## config.mk

```make
export PLATFORM = sky130hd
export DESIGN_NAME = ctxe_encoder
export DESIGN_NICKNAME = d
export VERILOG_FILES = /design/src/hw/ctxe_encoder.v /design/src/hw/ctxe_pulse_gen.v
export VERILOG_INCLUDE_DIRS = /design/src /design/src/hw
export SDC_FILE = /design/constraint.sdc
export NUM_CORES = 1
export LEC_CHECK = 0
export BUFFER_PORTS_ARGS = -buffer_cell sky130_fd_sc_hd__buf_2
export CORE_ASPECT_RATIO = 1.1
export CORE_MARGIN = 3
export CORE_UTILIZATION = 55
export DETAILED_ROUTE_END_ITERATION = 7
export GPL_TIMING_DRIVEN = 0
export PLACE_DENSITY = 0.75
export RECOVER_POWER = 100
export SYNTH_ARGS = -nofsm -noshare
export SYNTH_HDL_FRONTEND = slang
export SYNTH_HIERARCHICAL = 1
export SYNTH_SLANG_ARGS = --single-unit
```

## constraint.sdc

```tcl
create_clock -name core_clk_in -period 5.5 [get_ports core_clk_in]
set_input_delay 0.275 -clock core_clk_in [delete_from_list [all_inputs] [get_ports core_clk_in]]
set_output_delay 0.275 -clock core_clk_in [all_outputs]
set_load 0.01 [all_outputs]
```

## src/hw/ctxe_consts.vh

```
// Purpose: constants of the contactless transmit encoder configuration block
// Assumes: register index times four is the byte address on the bus
// Notes: definitions only
`ifndef CTXE_CONSTS_VH
`define CTXE_CONSTS_VH

// register indices
`define CTXE_IDX_TX_SOURCE 6'h11
`define CTXE_IDX_ENC_SETUP 6'h14
`define CTXE_IDX_PULSE_WIDTH 6'h15
`define CTXE_IDX_STATUS 6'h1f

// reset values
`define CTXE_RST_ENC_SETUP 8'h2c
`define CTXE_RST_PULSE_WIDTH 8'h3f
`define CTXE_RST_MOD_SEL 2'h2

// encoder setup fields
`define CTXE_FORCE_BIT 7
`define CTXE_KEEP_BIT 6
`define CTXE_RATE_HI 5
`define CTXE_RATE_LO 3
`define CTXE_CODE_HI 2
`define CTXE_CODE_LO 0
// tx source field
`define CTXE_MSEL_HI 6
`define CTXE_MSEL_LO 5

// clock rate codes
`define CTXE_RATE_106K 3'h4
`define CTXE_RATE_53K 3'h5
`define CTXE_RATE_26K 3'h6
// coding codes
`define CTXE_CODE_STD256 3'h4
`define CTXE_CODE_FAST_RZ 3'h5
`define CTXE_CODE_ISO256 3'h6
`define CTXE_CODE_ISO4 3'h7
// modulator source codes
`define CTXE_MSEL_LOW 2'h0
`define CTXE_MSEL_HIGH 2'h1
`define CTXE_MSEL_ENC 2'h2

// oscillator tick synthesis: 13.56 MHz from the 100 MHz core clock
`define CTXE_OSC_KHZ 17'd13560
`define CTXE_CORE_KHZ 17'd100000

`endif

```

## src/hw/ctxe_encoder.v

```verilog
// Purpose: transmit encoder with its setup registers on a classic wishbone slave
// Assumes: symbols arrive from logic on core_clk_in, one byte per handshake
// Notes: mod_out_out is high while the carrier is to be modulated
//
// Local design decision: the Wishbone interface to the registers.
`timescale 1ns/1ps
`include "ctxe_consts.vh"
module ctxe_encoder (
   // clock and reset
   input wire core_clk_in,
   input wire rst_n_in,
   // wishbone slave
   input wire wb_cyc_in,
   input wire wb_stb_in,
   input wire wb_we_in,
   input wire [7:0] wb_adr_in,
   input wire [3:0] wb_sel_in,
   input wire [31:0] wb_dat_in,
   output wire [31:0] wb_dat_out,
   output wire wb_ack_out,
   // symbol stream
   input wire sym_valid_in,
   input wire [7:0] sym_in,
   output wire sym_ready_out,
   // modulator
   output wire mod_out_out
);
   localparam ST_IDLE = 1'b0;
   localparam ST_RUN = 1'b1;

   // oscillator periods per encoder clock, zero for reserved codes
   function [9:0] rate_div;
      input [2:0] code;
      begin
         case (code)
            `CTXE_RATE_106K: rate_div = 10'd128;
            `CTXE_RATE_53K: rate_div = 10'd256;
            `CTXE_RATE_26K: rate_div = 10'd512;
            default: rate_div = 10'd0;
         endcase
      end
   endfunction

   // coding code is one of the defined ones
   function code_ok;
      input [2:0] code;
      begin
         code_ok = code[2];
      end
   endfunction

   reg [7:0] setup_reg;
   reg [7:0] width_reg;
   reg [1:0] msel_reg;
   reg ack_reg;
   reg [31:0] rdata_reg;
   reg [16:0] acc_reg;
   reg osc_tick_reg;
   reg [9:0] div_reg;
   reg state_reg;
   reg [7:0] byte_reg;
   reg [2:0] sym_idx_reg;
   reg [7:0] slot_reg;
   reg ready_reg;
   reg force_prev_reg;
   reg fire_reg;
   reg mod_reg;
   wire pulse_active;
   wire [2:0] rate_sel;
   wire [2:0] tx_code_sel;
   wire [9:0] div_max;
   wire cfg_ok;
   wire enc_tick;
   wire wr_stb;
   wire [5:0] idx;
   reg [7:0] sym_val;
   reg [7:0] slot_last;
   reg [2:0] sym_last;
   reg slot_pulse;
   reg state_next;
   reg [31:0] rdata_next;

   assign wb_ack_out = ack_reg;
   assign wb_dat_out = rdata_reg;
   assign sym_ready_out = ready_reg;
   assign mod_out_out = mod_reg;
   assign rate_sel = setup_reg[`CTXE_RATE_HI:`CTXE_RATE_LO];
   assign tx_code_sel = setup_reg[`CTXE_CODE_HI:`CTXE_CODE_LO];
   assign div_max = rate_div(rate_sel);
   assign cfg_ok = (div_max != 10'd0) && code_ok(tx_code_sel);
   assign idx = wb_adr_in[7:2];
   assign wr_stb = wb_cyc_in && wb_stb_in && wb_we_in && ack_reg && wb_sel_in[0];
   assign enc_tick = osc_tick_reg && (div_reg == div_max - 10'd1);

   // bus slave: ack one cycle after the strobe, write lands with ack
   always @* begin
      rdata_next = 32'h00000000;
      case (idx)
         `CTXE_IDX_TX_SOURCE: rdata_next[`CTXE_MSEL_HI:`CTXE_MSEL_LO] = msel_reg;
         `CTXE_IDX_ENC_SETUP: rdata_next[7:0] = setup_reg;
         `CTXE_IDX_PULSE_WIDTH: rdata_next[7:0] = width_reg;
         `CTXE_IDX_STATUS: rdata_next[3:0] = {cfg_ok, ready_reg, pulse_active, state_reg};
         default: rdata_next = 32'h00000000;
      endcase
   end

   always @(posedge core_clk_in or negedge rst_n_in) begin
      if (!rst_n_in) begin
         ack_reg <= 1'b0;
         rdata_reg <= 32'h00000000;
         setup_reg <= `CTXE_RST_ENC_SETUP;
         width_reg <= `CTXE_RST_PULSE_WIDTH;
         msel_reg <= `CTXE_RST_MOD_SEL;
      end else begin
         ack_reg <= wb_cyc_in && wb_stb_in && !ack_reg;
         rdata_reg <= rdata_next;
         if (wr_stb) begin
            case (idx)
               // force bit is stored as written and only software clears it
               `CTXE_IDX_ENC_SETUP: setup_reg <= wb_dat_in[7:0];
               `CTXE_IDX_PULSE_WIDTH: width_reg <= wb_dat_in[7:0];
               `CTXE_IDX_TX_SOURCE: msel_reg <= wb_dat_in[`CTXE_MSEL_HI:`CTXE_MSEL_LO];
               default: msel_reg <= msel_reg;
            endcase
         end
      end
   end

   // oscillator tick and encoder clock divider
   always @(posedge core_clk_in or negedge rst_n_in) begin
      if (!rst_n_in) begin
         acc_reg <= 17'd0;
         osc_tick_reg <= 1'b0;
         div_reg <= 10'd0;
      end else begin
         if (acc_reg + `CTXE_OSC_KHZ >= `CTXE_CORE_KHZ) begin
            acc_reg <= acc_reg + `CTXE_OSC_KHZ - `CTXE_CORE_KHZ;
            osc_tick_reg <= 1'b1;
         end else begin
            acc_reg <= acc_reg + `CTXE_OSC_KHZ;
            osc_tick_reg <= 1'b0;
         end
         if (state_reg == ST_IDLE || !cfg_ok) begin
            div_reg <= 10'd0;
         end else if (osc_tick_reg) begin
            div_reg <= enc_tick ? 10'd0 : div_reg + 10'd1;
         end
      end
   end

   // symbol layout per coding mode
   always @* begin
      sym_val = byte_reg;
      slot_last = 8'hff;
      sym_last = 3'd0;
      case (tx_code_sel)
         `CTXE_CODE_STD256, `CTXE_CODE_ISO256: begin
            sym_val = byte_reg;
            slot_last = 8'hff;
            sym_last = 3'd0;
         end
         `CTXE_CODE_FAST_RZ: begin
            sym_val = {7'h00, byte_reg[sym_idx_reg]};
            slot_last = 8'h00;
            sym_last = 3'd7;
         end
         `CTXE_CODE_ISO4: begin
            sym_val = {6'h00, byte_reg[{sym_idx_reg[1:0], 1'b1}], byte_reg[{sym_idx_reg[1:0], 1'b0}]};
            slot_last = 8'h03;
            sym_last = 3'd3;
         end
         default: begin
            sym_val = 8'h00;
            slot_last = 8'h00;
            sym_last = 3'd0;
         end
      endcase
      if (tx_code_sel == `CTXE_CODE_FAST_RZ) begin
         slot_pulse = sym_val[0];
      end else begin
         slot_pulse = (slot_reg == sym_val);
      end
   end

   always @* begin
      state_next = state_reg;
      case (state_reg)
         ST_IDLE: begin
            if (sym_valid_in && ready_reg) begin
               state_next = ST_RUN;
            end
         end
         ST_RUN: begin
            if (enc_tick && slot_reg == slot_last && sym_idx_reg == sym_last) begin
               state_next = ST_IDLE;
            end
         end
         default: state_next = ST_IDLE;
      endcase
   end

   // encoder sequencing
   always @(posedge core_clk_in or negedge rst_n_in) begin
      if (!rst_n_in) begin
         state_reg <= ST_IDLE;
         byte_reg <= 8'h00;
         sym_idx_reg <= 3'd0;
         slot_reg <= 8'h00;
         ready_reg <= 1'b0;
         force_prev_reg <= 1'b0;
         fire_reg <= 1'b0;
         mod_reg <= 1'b0;
      end else begin
         state_reg <= state_next;
         ready_reg <= (state_next == ST_IDLE) && cfg_ok && !(sym_valid_in && ready_reg);
         force_prev_reg <= setup_reg[`CTXE_FORCE_BIT];
         fire_reg <= (setup_reg[`CTXE_FORCE_BIT] && !force_prev_reg) ||
                     (state_reg == ST_RUN && enc_tick && slot_pulse);
         if (state_reg == ST_IDLE) begin
            if (sym_valid_in && ready_reg) begin
               byte_reg <= sym_in;
            end
            sym_idx_reg <= 3'd0;
            slot_reg <= 8'h00;
         end else if (enc_tick) begin
            if (slot_reg == slot_last) begin
               slot_reg <= 8'h00;
               sym_idx_reg <= sym_idx_reg + 3'd1;
            end else begin
               slot_reg <= slot_reg + 8'h01;
            end
         end
         case (msel_reg)
            `CTXE_MSEL_LOW: mod_reg <= 1'b0;
            `CTXE_MSEL_HIGH: mod_reg <= 1'b1;
            `CTXE_MSEL_ENC: mod_reg <= pulse_active;
            default: mod_reg <= 1'b0;
         endcase
      end
   end

   ctxe_pulse_gen u_pulse (
      .core_clk_in(core_clk_in),
      .rst_n_in(rst_n_in),
      .osc_tick_in(osc_tick_reg),
      .start_in(fire_reg),
      .width_in(width_reg),
      .active_out(pulse_active)
   );
endmodule // ctxe_encoder

```

## src/hw/ctxe_pulse_gen.v

```verilog
// Purpose: one modulation pulse of programmable width
// Assumes: osc_tick_in pulses once per oscillator period
// Notes: width is 2 x (n + 1) oscillator periods
`timescale 1ns/1ps
module ctxe_pulse_gen (
   // clock and reset
   input wire core_clk_in,
   input wire rst_n_in,
   // control
   input wire osc_tick_in,
   input wire start_in,
   input wire [7:0] width_in,
   // pulse
   output wire active_out
);
   reg active_reg;
   reg pend_reg;
   reg [8:0] cnt_reg;

   assign active_out = active_reg;

   always @(posedge core_clk_in or negedge rst_n_in) begin
      if (!rst_n_in) begin
         active_reg <= 1'b0;
         pend_reg <= 1'b0;
         cnt_reg <= 9'h000;
      end else if (!active_reg) begin
         // begin on an oscillator tick so the pulse spans whole periods
         if (osc_tick_in && (start_in || pend_reg)) begin
            active_reg <= 1'b1;
            pend_reg <= 1'b0;
            cnt_reg <= {width_in, 1'b1};
         end else if (start_in) begin
            pend_reg <= 1'b1;
         end
      end else if (osc_tick_in) begin
         if (cnt_reg == 9'h000) begin
            active_reg <= 1'b0;
         end
         cnt_reg <= cnt_reg - 9'h001;
      end
   end
endmodule // ctxe_pulse_gen

```

==> flow_metrics.tcl, run 1 <==
set metrics [dict create \
    critPathSlowestCell "o41ai_4" \
    first_global_vias 4293 \
    tightest_slew_ns 1.600 \
    yosysUniqueCellTypes 79 \
    worstPathArrival_ns 4.42 \
    cts-resized-gates 0 \
    rrSetupSlack_ns 1.31 \
    fp.dieW_um 100.2 \
    r2r-end "acc_reg[9]$_DFF_PN0_" \
    fin_crit_ns 4.193 \
    finClkSkew_ns 0.009933 \
    vias_per_cell 5.787 \
    worstPathMaxFanout 10 \
    totalNegativeSetupSlack_ns 0 \
    cts.clk_slew.worst_paths_ns 0.09 \
    critPathCaptureType "register" \
    power_w 0.001295 \
    place.gp.congestion 0.9174 \
    synth_seq_cells 87 \
    cts.sinks 87 \
    path_cells "inv_1 -> ha_1 -> clkbuf_1 -> xor2_1 -> inv_1 -> ha_1 -> nand2b_1 -> o21ai_0 -> a32o_1 -> a31o_1 -> o41ai_4 -> clkinvlp_2 -> a21oi_1 -> a211oi_2 -> xnor2_1" \
    drv_slew 27 \
    relSlewSlack -0.06639 \
    insertedDiodeCount 0 \
    gr-usage-all-layers 0.2263 \
    dieArea_mm2 0.01099 \
    initial_core_util 0.5685 \
    syn_area_per_cell_um2 9.604 \
    hold_path.class "primary input to register" \
    ys.flop_type "dfrtp_1" \
    antenna_found_initial 0 \
    fin_crit_sh 0.7624 \
    drcViolationCount 0 \
    grt_max_degree 62 \
    postSynth.asyncResetShare 1.000 \
    yosysWarnings 6 \
    dp_hpwl_um 8891 \
    synth_area_mm2 0.005369 \
    reg2reg_depth 15 \
    rows 37 \
    postCtsSetupRepairBufs 0 \
    largest_register_ffs 14 \
    fin_nets 705 \
    num_vias 4381 \
    numCtsBuffers 9 \
    violations "capacitance limit, slew limit" \
    cts-root-buf "clkbuf_8" \
    insertion_delay_ns 0.36 \
    die_h_um 109.6 \
    coreArea_mm2 0.009444 \
    grt_pass1_wl_um 19830 \
    setup_viol_count_final 0 \
    ctsHoldBuffers 1 \
    routedWlPerCell_um 15.62 \
    rsz0062_at_grt "false" \
    rr_startpoint "acc_reg[3]$_DFF_PN0_" \
    first_pass_iters 5 \
    final_common_cell "dfrtp_1" \
    htree_levels 3 \
    max_freq_ghz 0.2385 \
    antenna_left 0 \
    start_kind "register" \
    synth-edff-count 0 \
    areaGrowthSynthToFinish_pct 11.93 \
    cts_tree "done" \
    clockBufferDepth 2 \
    outcome "finished with violations" \
    overflow 0 \
    io_pins 93 \
    p_leak_nw 2.636 \
    cp_num_buf_inv 4 \
    cp.required_ns 5.73 \
    holdPathEnd "byte_reg[7]$_DFFE_PN0P_" \
    critPathMaxStageDelay_ns 0.61 \
    hp-start "sym_in[7]" \
    wirelength_um 11830 \
    layout-drive-gt1-share 0.1984 \
    hold_depth 2 \
    mostFrequentLayoutCells "dfrtp_1, nor2_1, nand2_1" \
    hold_violations 0 \
    critical_path_class "register to register" \
    cp_top_family "compound AO/OA/AOI/OAI gates" \
    n_fill_cell 803 \
    vdd_drop_max_uv 99.28 \
    max_cap_violations 1 \
    synth_seq_area_share 0.4078 \
    netlist_instances 559 \
    io_buffers 39 \
    drtIter0Drc 199 \
    p_per_area_mw_per_mm2 215.5 \
]
logic make-up (layout without fill, tap and decap cells):
group                      after synthesis  in the layout  synth area share
other                                    1             24         0.0006985
adders and majority gates               12             12           0.02796
DFF                                     87             87            0.4078
and+or+nand+nor                        192            192            0.1895
xor gates and xnor gates                34             34           0.05686
buffers and inverters                   75            133           0.07434
AOI/OAI and AO/OA                      118            118            0.1524
muxes                                   40             40           0.09042
power breakdown:
group / leakage (nW) / total, W / switching (W) / internal [W]
sequential: 1.11 / 0.000675 / 0.0000189 / 0.000656
clock: 0.102 / 0.000482 / 0.000228 / 0.000254
combinational: 1.42 / 0.000138 / 0.0000771 / 0.0000610
total: 2.64 / 0.00129 / 0.000324 / 0.000971
area by class of cell:
class / instances / area [µm²] / share of cell area
multi-input cells: 420 / 2843 / 0.4730
flip-flops and latches: 87 / 2190 / 0.3644
plain buffers: 48 / 294.0 / 0.04893
repair buffers: 42 / 221.5 / 0.03685
well taps: 117 / 146.4 / 0.02436
clock buffers: 10 / 127.6 / 0.02124
inverters: 27 / 102.6 / 0.01707
clock inverters: 6 / 85.08 / 0.01416
metal layers:
metal  GRT usage  up-vias  part of all wire  routed length (µm)
li1            -     2104                 -                   -
met1      0.2800     2142              0.42                4942
met2      0.3854      110              0.52                6117
met3     0.04124       25             0.041                 486
met4      0.1020        0             0.024                 280
met5           0        -                 0                   0
cell usage after synthesis, types with 8 or more instances:
master    count  share of area
nand3_1      17          0.016
clkbuf_1     19          0.013
xnor2_1      20          0.033
xor2_1       13          0.021
dfrtp_1      77           0.36
nor2_1       48          0.034
buf_4        24          0.034
nor4_1        8         0.0093
dfstp_2      10          0.049
ha_1         12          0.028
nand4_1       8         0.0093
mux2_2       28          0.059
inv_1        26          0.018
mux2i_1       8          0.015
o21ai_0      31          0.029
nor3_1       12          0.011
a21oi_1      23          0.021
nand2_1      44          0.031
metrics by stage:
stage	utilization	setup WS (ns)	std cells	instance area (µm²)	hold slack (ns)
4_1_cts	0.6411	1.781	757	6055	0.1226
5_1_grt	0.6363	1.031	757	6010	0.1175
6_report	0.6363	1.307	757	6010	0.1380
2_1_floorplan	-	2.425	582	5455	-0.02059
3_3_place_gp	0.6138	1.883	738	5797	0.4132
3_5_place_dp	0.6175	1.811	740	5832	0.2191
how the worst max path moves through the flow:
stage / from / end / slack [ns] / depth (start not counted)
floorplan: acc_reg[3]$_DFF_PN0_ / acc_reg[9]$_DFF_PN0_ / 2.42 / 15
global placement: acc_reg[3]$_DFF_PN0_ / acc_reg[9]$_DFF_PN0_ / 1.88 / 15
detailed placement: acc_reg[4]$_DFF_PN0_ / acc_reg[9]$_DFF_PN0_ / 1.81 / 15
CTS: acc_reg[4]$_DFF_PN0_ / acc_reg[9]$_DFF_PN0_ / 1.78 / 15
global route: acc_reg[3]$_DFF_PN0_ / acc_reg[9]$_DFF_PN0_ / 1.03 / 15
finish: acc_reg[3]$_DFF_PN0_ / acc_reg[9]$_DFF_PN0_ / 1.31 / 15
Power figures use the tool's default switching activity.
==> inputs of run 2 (changes only) <==
==> constraint.sdc (replaced) <==
create_clock -name core_clk_in -period 4 [get_ports core_clk_in]
set_input_delay 0.2 -clock core_clk_in [delete_from_list [all_inputs] [get_ports core_clk_in]]
set_output_delay 0.2 -clock core_clk_in [all_outputs]
set_load 0.01 [all_outputs]
==> run 2 against run 1 <==
  * The flow finishes with violations (capacitance limit)
  * Clock skew hardly changed
  * Worst setup slack got worse by 0.99 ns
  * Global-route usage unchanged
  * Largest cell class unchanged
  * Total power rose by 37%
==> flow_metrics.tcl, run 2 (same netlist as run 1, synthesis figures left out) <==
set metrics [dict create \
    cp_num_buf_inv 4 \
    critPathSlowestCell "o41ai_4" \
    fin_crit_ns 3.687 \
    place.gp.congestion 0.9174 \
    cts.sinks 87 \
    fin_crit_sh 0.9217 \
    cts-resized-gates 0 \
    areaGrowthSynthToFinish_pct 11.61 \
    cp.required_ns 4.23 \
    die_h_um 109.6 \
    insertedDiodeCount 0 \
    n_fill_cell 805 \
    violations "capacitance limit" \
    vdd_drop_max_uv 137.3 \
    cts_tree "done" \
    finClkSkew_ns 0.01020 \
    io_buffers 39 \
    num_vias 4400 \
    largest_register_ffs 14 \
    vias_per_cell 5.812 \
    relSlewSlack 0.006762 \
    hold_violations 0 \
    setup_viol_count_final 0 \
    cp_top_family "compound AO/OA/AOI/OAI gates" \
    antenna_left 0 \
    fin_nets 705 \
    drtIter0Drc 157 \
    max_freq_ghz 0.2713 \
    numCtsBuffers 9 \
    worstPathArrival_ns 3.92 \
    dp_hpwl_um 8891 \
    layout-drive-gt1-share 0.2016 \
    initial_core_util 0.5685 \
    grt_max_degree 62 \
    drcViolationCount 0 \
    first_global_vias 4293 \
    outcome "finished with violations" \
    final_common_cell "dfrtp_1" \
    overflow 0 \
    wirelength_um 11820 \
    fp.dieW_um 100.2 \
    drv_slew 0 \
    critical_path_class "register to register" \
    path_cells "inv_1 -> ha_1 -> clkbuf_1 -> xor2_1 -> inv_1 -> ha_1 -> nand2b_1 -> o21ai_0 -> a32o_1 -> a31o_2 -> o41ai_4 -> inv_4 -> a21oi_2 -> a211oi_2 -> xnor2_1" \
    max_cap_violations 1 \
    regArea_mm2 0.002190 \
    crit_cells 15 \
    hold_depth 2 \
    dieArea_mm2 0.01099 \
    rsz0062_at_grt "false" \
    cts.clk_slew.worst_paths_ns 0.09 \
    reg2reg_depth 15 \
    mostFrequentLayoutCells "dfrtp_1, nor2_1, nand2_1" \
    hold_path.class "primary input to register" \
    first_pass_iters 7 \
    final_cells 757 \
    cts-root-buf "clkbuf_8" \
    io_pins 93 \
    critPathMaxStageDelay_ns 0.62 \
    coreArea_mm2 0.009444 \
    clockBufferDepth 2 \
    ctsHoldBuffers 1 \
    worstPathMaxFanout 10 \
    p_per_area_mw_per_mm2 296.8 \
    multi_input_area_mm2 0.002846 \
    routedWlPerCell_um 15.62 \
    postCtsSetupRepairBufs 0 \
    p_leak_nw 2.637 \
    rows 37 \
    antenna_found_initial 0 \
    gr-usage-all-layers 0.2263 \
    start_kind "register" \
    insertion_delay_ns 0.36 \
    htree_levels 3 \
    critPathCaptureType "register" \
    grt_pass1_wl_um 19830 \
    tightest_slew_ns 1.490 \
    dp_cells 740 \
    totalNegativeSetupSlack_ns 0 \
]
[run 2: cell types whose count changed in the layout (fill, tap and decap cells not counted)]
cell        previous run  this run
a21oi_1               24        23
a21oi_2                0         1
clkinvlp_2             1         0
buf_16                 1         0
a31o_2                 0         1
a31o_1                 1         0
inv_4                  0         1
clkbuf_2               0         1
[run 2: worst paths after layout]
check                                          from                 endpoint  slack (ns)
max                            acc_reg[3]$_DFF_PN0_     acc_reg[9]$_DFF_PN0_        0.31
min                                       sym_in[7]  byte_reg[7]$_DFFE_PN0P_        0.06
max reg2reg                    acc_reg[3]$_DFF_PN0_     acc_reg[9]$_DFF_PN0_        0.31
min reg2reg                force_prev_reg$_DFF_PN0_       fire_reg$_DFF_PN0_        0.44
max in group asynchronous                  rst_n_in    acc_reg[13]$_DFF_PN0_        1.12
min in group asynchronous                  rst_n_in  slot_reg[3]$_DFFE_PN0P_        0.71
[run 2: layer usage]
layer | routed length, µm | global-route usage
met5 | 0 | 0
met4 | 282 | 0.1020
met3 | 500 | 0.04124
met2 | 6046 | 0.3854
met1 | 4994 | 0.2800
[run 2: area by class of cell]
type                       count  area share
buffer                        48     0.04907
clock buffer                  10     0.02130
clock inverter                 6     0.01420
inverter                      27     0.01733
multi-input combinational    420      0.4750
sequential                    87      0.3654
tap                          117     0.02443
timing repair buffer          42     0.03320
[run 2: metrics by stage]
stage / hold WS (ns) / power (W) / utilization / instance area (µm²) / setup WS (ns)
finish: 0.06106 / 0.001778 / 0.6345 / 5992 / 0.3134
global route: 0.04246 / 0.001864 / 0.6345 / 5992 / 0.02534
CTS: 0.04758 / 0.001816 / 0.6411 / 6055 / 0.2807
detailed placement: 0.1441 / 0.001150 / 0.6175 / 5832 / 0.3113
global placement: 0.4132 / 0.001137 / 0.6138 / 5797 / 0.3834
floorplan: -0.09559 / 0.001083 / - / 5455 / 0.9247
[run 2: power by group]
group | total, W | internal, W | switching (W)
clock | 0.000664 | 0.000350 | 0.000314
sequential | 0.000928 | 0.000902 | 0.0000256
combinational | 0.000187 | 0.0000812 | 0.000106
==> inputs of run 3 (changes only) <==
--- a/config.mk
+++ b/config.mk
@@ -12,7 +12,7 @@
 export CORE_UTILIZATION = 55
 export DETAILED_ROUTE_END_ITERATION = 7
 export GPL_TIMING_DRIVEN = 0
-export PLACE_DENSITY = 0.75
+export PLACE_DENSITY = 0.79
 export RECOVER_POWER = 100
 export SYNTH_ARGS = -nofsm -noshare
 export SYNTH_HDL_FRONTEND = slang
==> constraint.sdc (replaced) <==
create_clock -name core_clk_in -period 4.67 [get_ports core_clk_in]
set_input_delay 0.2335 -clock core_clk_in [delete_from_list [all_inputs] [get_ports core_clk_in]]
set_output_delay 0.2335 -clock core_clk_in [all_outputs]
set_load 0.01 [all_outputs]
==> run 3 against run 2 <==
  * The flow finishes with violations (capacitance limit, slew limit)
  * Flip-flop and latch count stayed put
  * Largest power group unchanged
  * Hold slack better by 0.046 ns
  * Design area is 0.50% lower
  * Worst setup slack better by 0.57 ns
  * Clock power is 22% lower
  * Clock skew is 0.0024 ns lower
  * Critical path depth stayed put
==> flow_metrics.tcl, run 3 (same netlist as run 1, synthesis figures left out) <==
set metrics [dict create \
    die_h_um 109.6 \
    insertion_delay_ns 0.35 \
    finClkSkew_ns 0.007760 \
    numCtsBuffers 9 \
    postPlaceCellArea_mm2 0.005827 \
    initial_core_util 0.5685 \
    critical_path_class "register to register" \
    cts-resized-gates 0 \
    wirelength_um 11570 \
    antenna_left 0 \
    pre_cts_ws_ns 1.005 \
    crit_path_start "acc_reg[3]$_DFF_PN0_" \
    cts_tree "done" \
    cp.required_ns 4.90 \
    violations "capacitance limit, slew limit" \
    antenna_found_initial 0 \
    fin_nets 704 \
    areaGrowthSynthToFinish_pct 11.05 \
    final_common_cell "dfrtp_1" \
    grt_pass1_wl_um 19400 \
    dieArea_mm2 0.01099 \
    critPathCaptureType "register" \
    htree_levels 3 \
    fin_crit_sh 0.8108 \
    design_area_mm2 0.005962 \
    io_buffers 39 \
    p_per_area_mw_per_mm2 247.1 \
    rows 37 \
    setup_viol_count_final 0 \
    fin_crit_ns 3.787 \
    mostFrequentLayoutCells "dfrtp_1, nor2_1, nand2_1" \
    hold_violations 0 \
    io_pins 93 \
    routedWlPerCell_um 15.30 \
    rr_startpoint "acc_reg[3]$_DFF_PN0_" \
    clockBufferDepth 2 \
    drtIter0Drc 198 \
    layout-drive-gt1-share 0.1956 \
    max_freq_ghz 0.2641 \
    r2r-end "acc_reg[9]$_DFF_PN0_" \
    totalNegativeSetupSlack_ns 0 \
    gr-usage-all-layers 0.2191 \
    outcome "finished with violations" \
    cts.sinks 87 \
    hold_path.class "primary input to register" \
    vdd_drop_max_uv 121.5 \
    rrSetupSlack_ns 0.88 \
    reg2reg_depth 15 \
    cts.clk_slew.worst_paths_ns 0.09 \
    insertedDiodeCount 0 \
    crit_end "acc_reg[9]$_DFF_PN0_" \
    first_pass_iters 5 \
    place.gp.congestion 0.9446 \
    cts-root-buf "clkbuf_8" \
    worstPathMaxFanout 10 \
    start_kind "register" \
    fin_ws_ns 0.8834 \
    vias_per_cell 5.780 \
    overflow 0 \
    p_leak_nw 2.634 \
    drcViolationCount 0 \
    grt_max_degree 58 \
    rsz0062_at_grt "false" \
    drv_slew 32 \
    largest_register_ffs 14 \
    fp.dieW_um 100.2 \
    relSlewSlack -0.1288 \
    coreArea_mm2 0.009444 \
    dp_hpwl_um 8634 \
    n_fill_cell 808 \
    first_global_vias 4259 \
    max_cap_violations 1 \
    tightest_slew_ns 1.693 \
    worstPathArrival_ns 4.01 \
    num_vias 4370 \
]
-- run 3: worst min-delay path by stage --
stage / startpoint / end / slack [ns] / cells past startpoint
after global placement: setup_reg[7]$_DFFE_PN0P_ / force_prev_reg$_DFF_PN0_ / 0.41 / 0
after detailed placement: rst_n_in / byte_reg[3]$_DFFE_PN0P_ / 0.21 / 1
after CTS: sym_in[6] / byte_reg[6]$_DFFE_PN0P_ / 0.09 / 2
after global routing: sym_in[4] / byte_reg[4]$_DFFE_PN0P_ / 0.10 / 2
after floorplan: rst_n_in / acc_reg[10]$_DFF_PN0_ / -0.06 / 0
final: sym_in[6] / byte_reg[6]$_DFFE_PN0P_ / 0.11 / 2
-- run 3: through the flow --
stage	hold WS, ns	util	total power, W	cells
after floorplan	-0.06209	-	0.0009278	582
after global placement	0.4147	0.6138	0.0009726	738
after detailed placement	0.2079	0.6170	0.0009847	739
after CTS	0.09477	0.6382	0.001504	756
after global routing	0.1003	0.6313	0.001541	756
final	0.1074	0.6313	0.001473	756
-- run 3: what timing repair did --
item	CTS	global route
buffers inserted	0	0
hold endpoints to repair	30	0
hold buffers	1	0
-- run 3: where the power goes --
part | switching (W) | internal [W]
Sequential | 0.0000224 | 0.000773
Clock | 0.000259 | 0.000260
Combinational | 0.0000893 | 0.0000697
Total | 0.000371 | 0.00110
-- run 3: area by class of cell --
type                            instances  area (µm²)  share of cell area
Multi-Input combinational cell        420        2843              0.4768
Sequential cell                        87        2190              0.3673
Buffer                                 48       294.0             0.04932
Timing Repair Buffer                   41       195.2             0.03274
Tap cell                              117       146.4             0.02455
Clock buffer                           12       145.1             0.02434
Inverter                               27       103.9             0.01742
Clock inverter                          4       45.04            0.007555
-- run 3: critical path, cell delays in order, from the launching register on --
cell	delay, ns
dfrtp_1	0.46
inv_1	0.11
ha_1	0.24
clkbuf_1	0.40
xor2_1	0.16
inv_1	0.11
ha_1	0.21
nand2b_1	0.12
o21ai_0	0.07
a32o_1	0.26
a31o_1	0.26
o41ai_4	0.71
inv_4	0.14
a21oi_1	0.21
a211oi_2	0.07
xnor2_1	0.12
-- run 3: routing by layer --
| metal | part of all wire | track usage | up-vias |
|---|---|---|---|
| met5 | 0 | 0 | - |
| met4 | 0.027 | 0.09625 | 0 |
| met3 | 0.037 | 0.03490 | 33 |
| met2 | 0.52 | 0.3816 | 112 |
| met1 | 0.42 | 0.2686 | 2125 |
| li1 | - | - | 2100 |
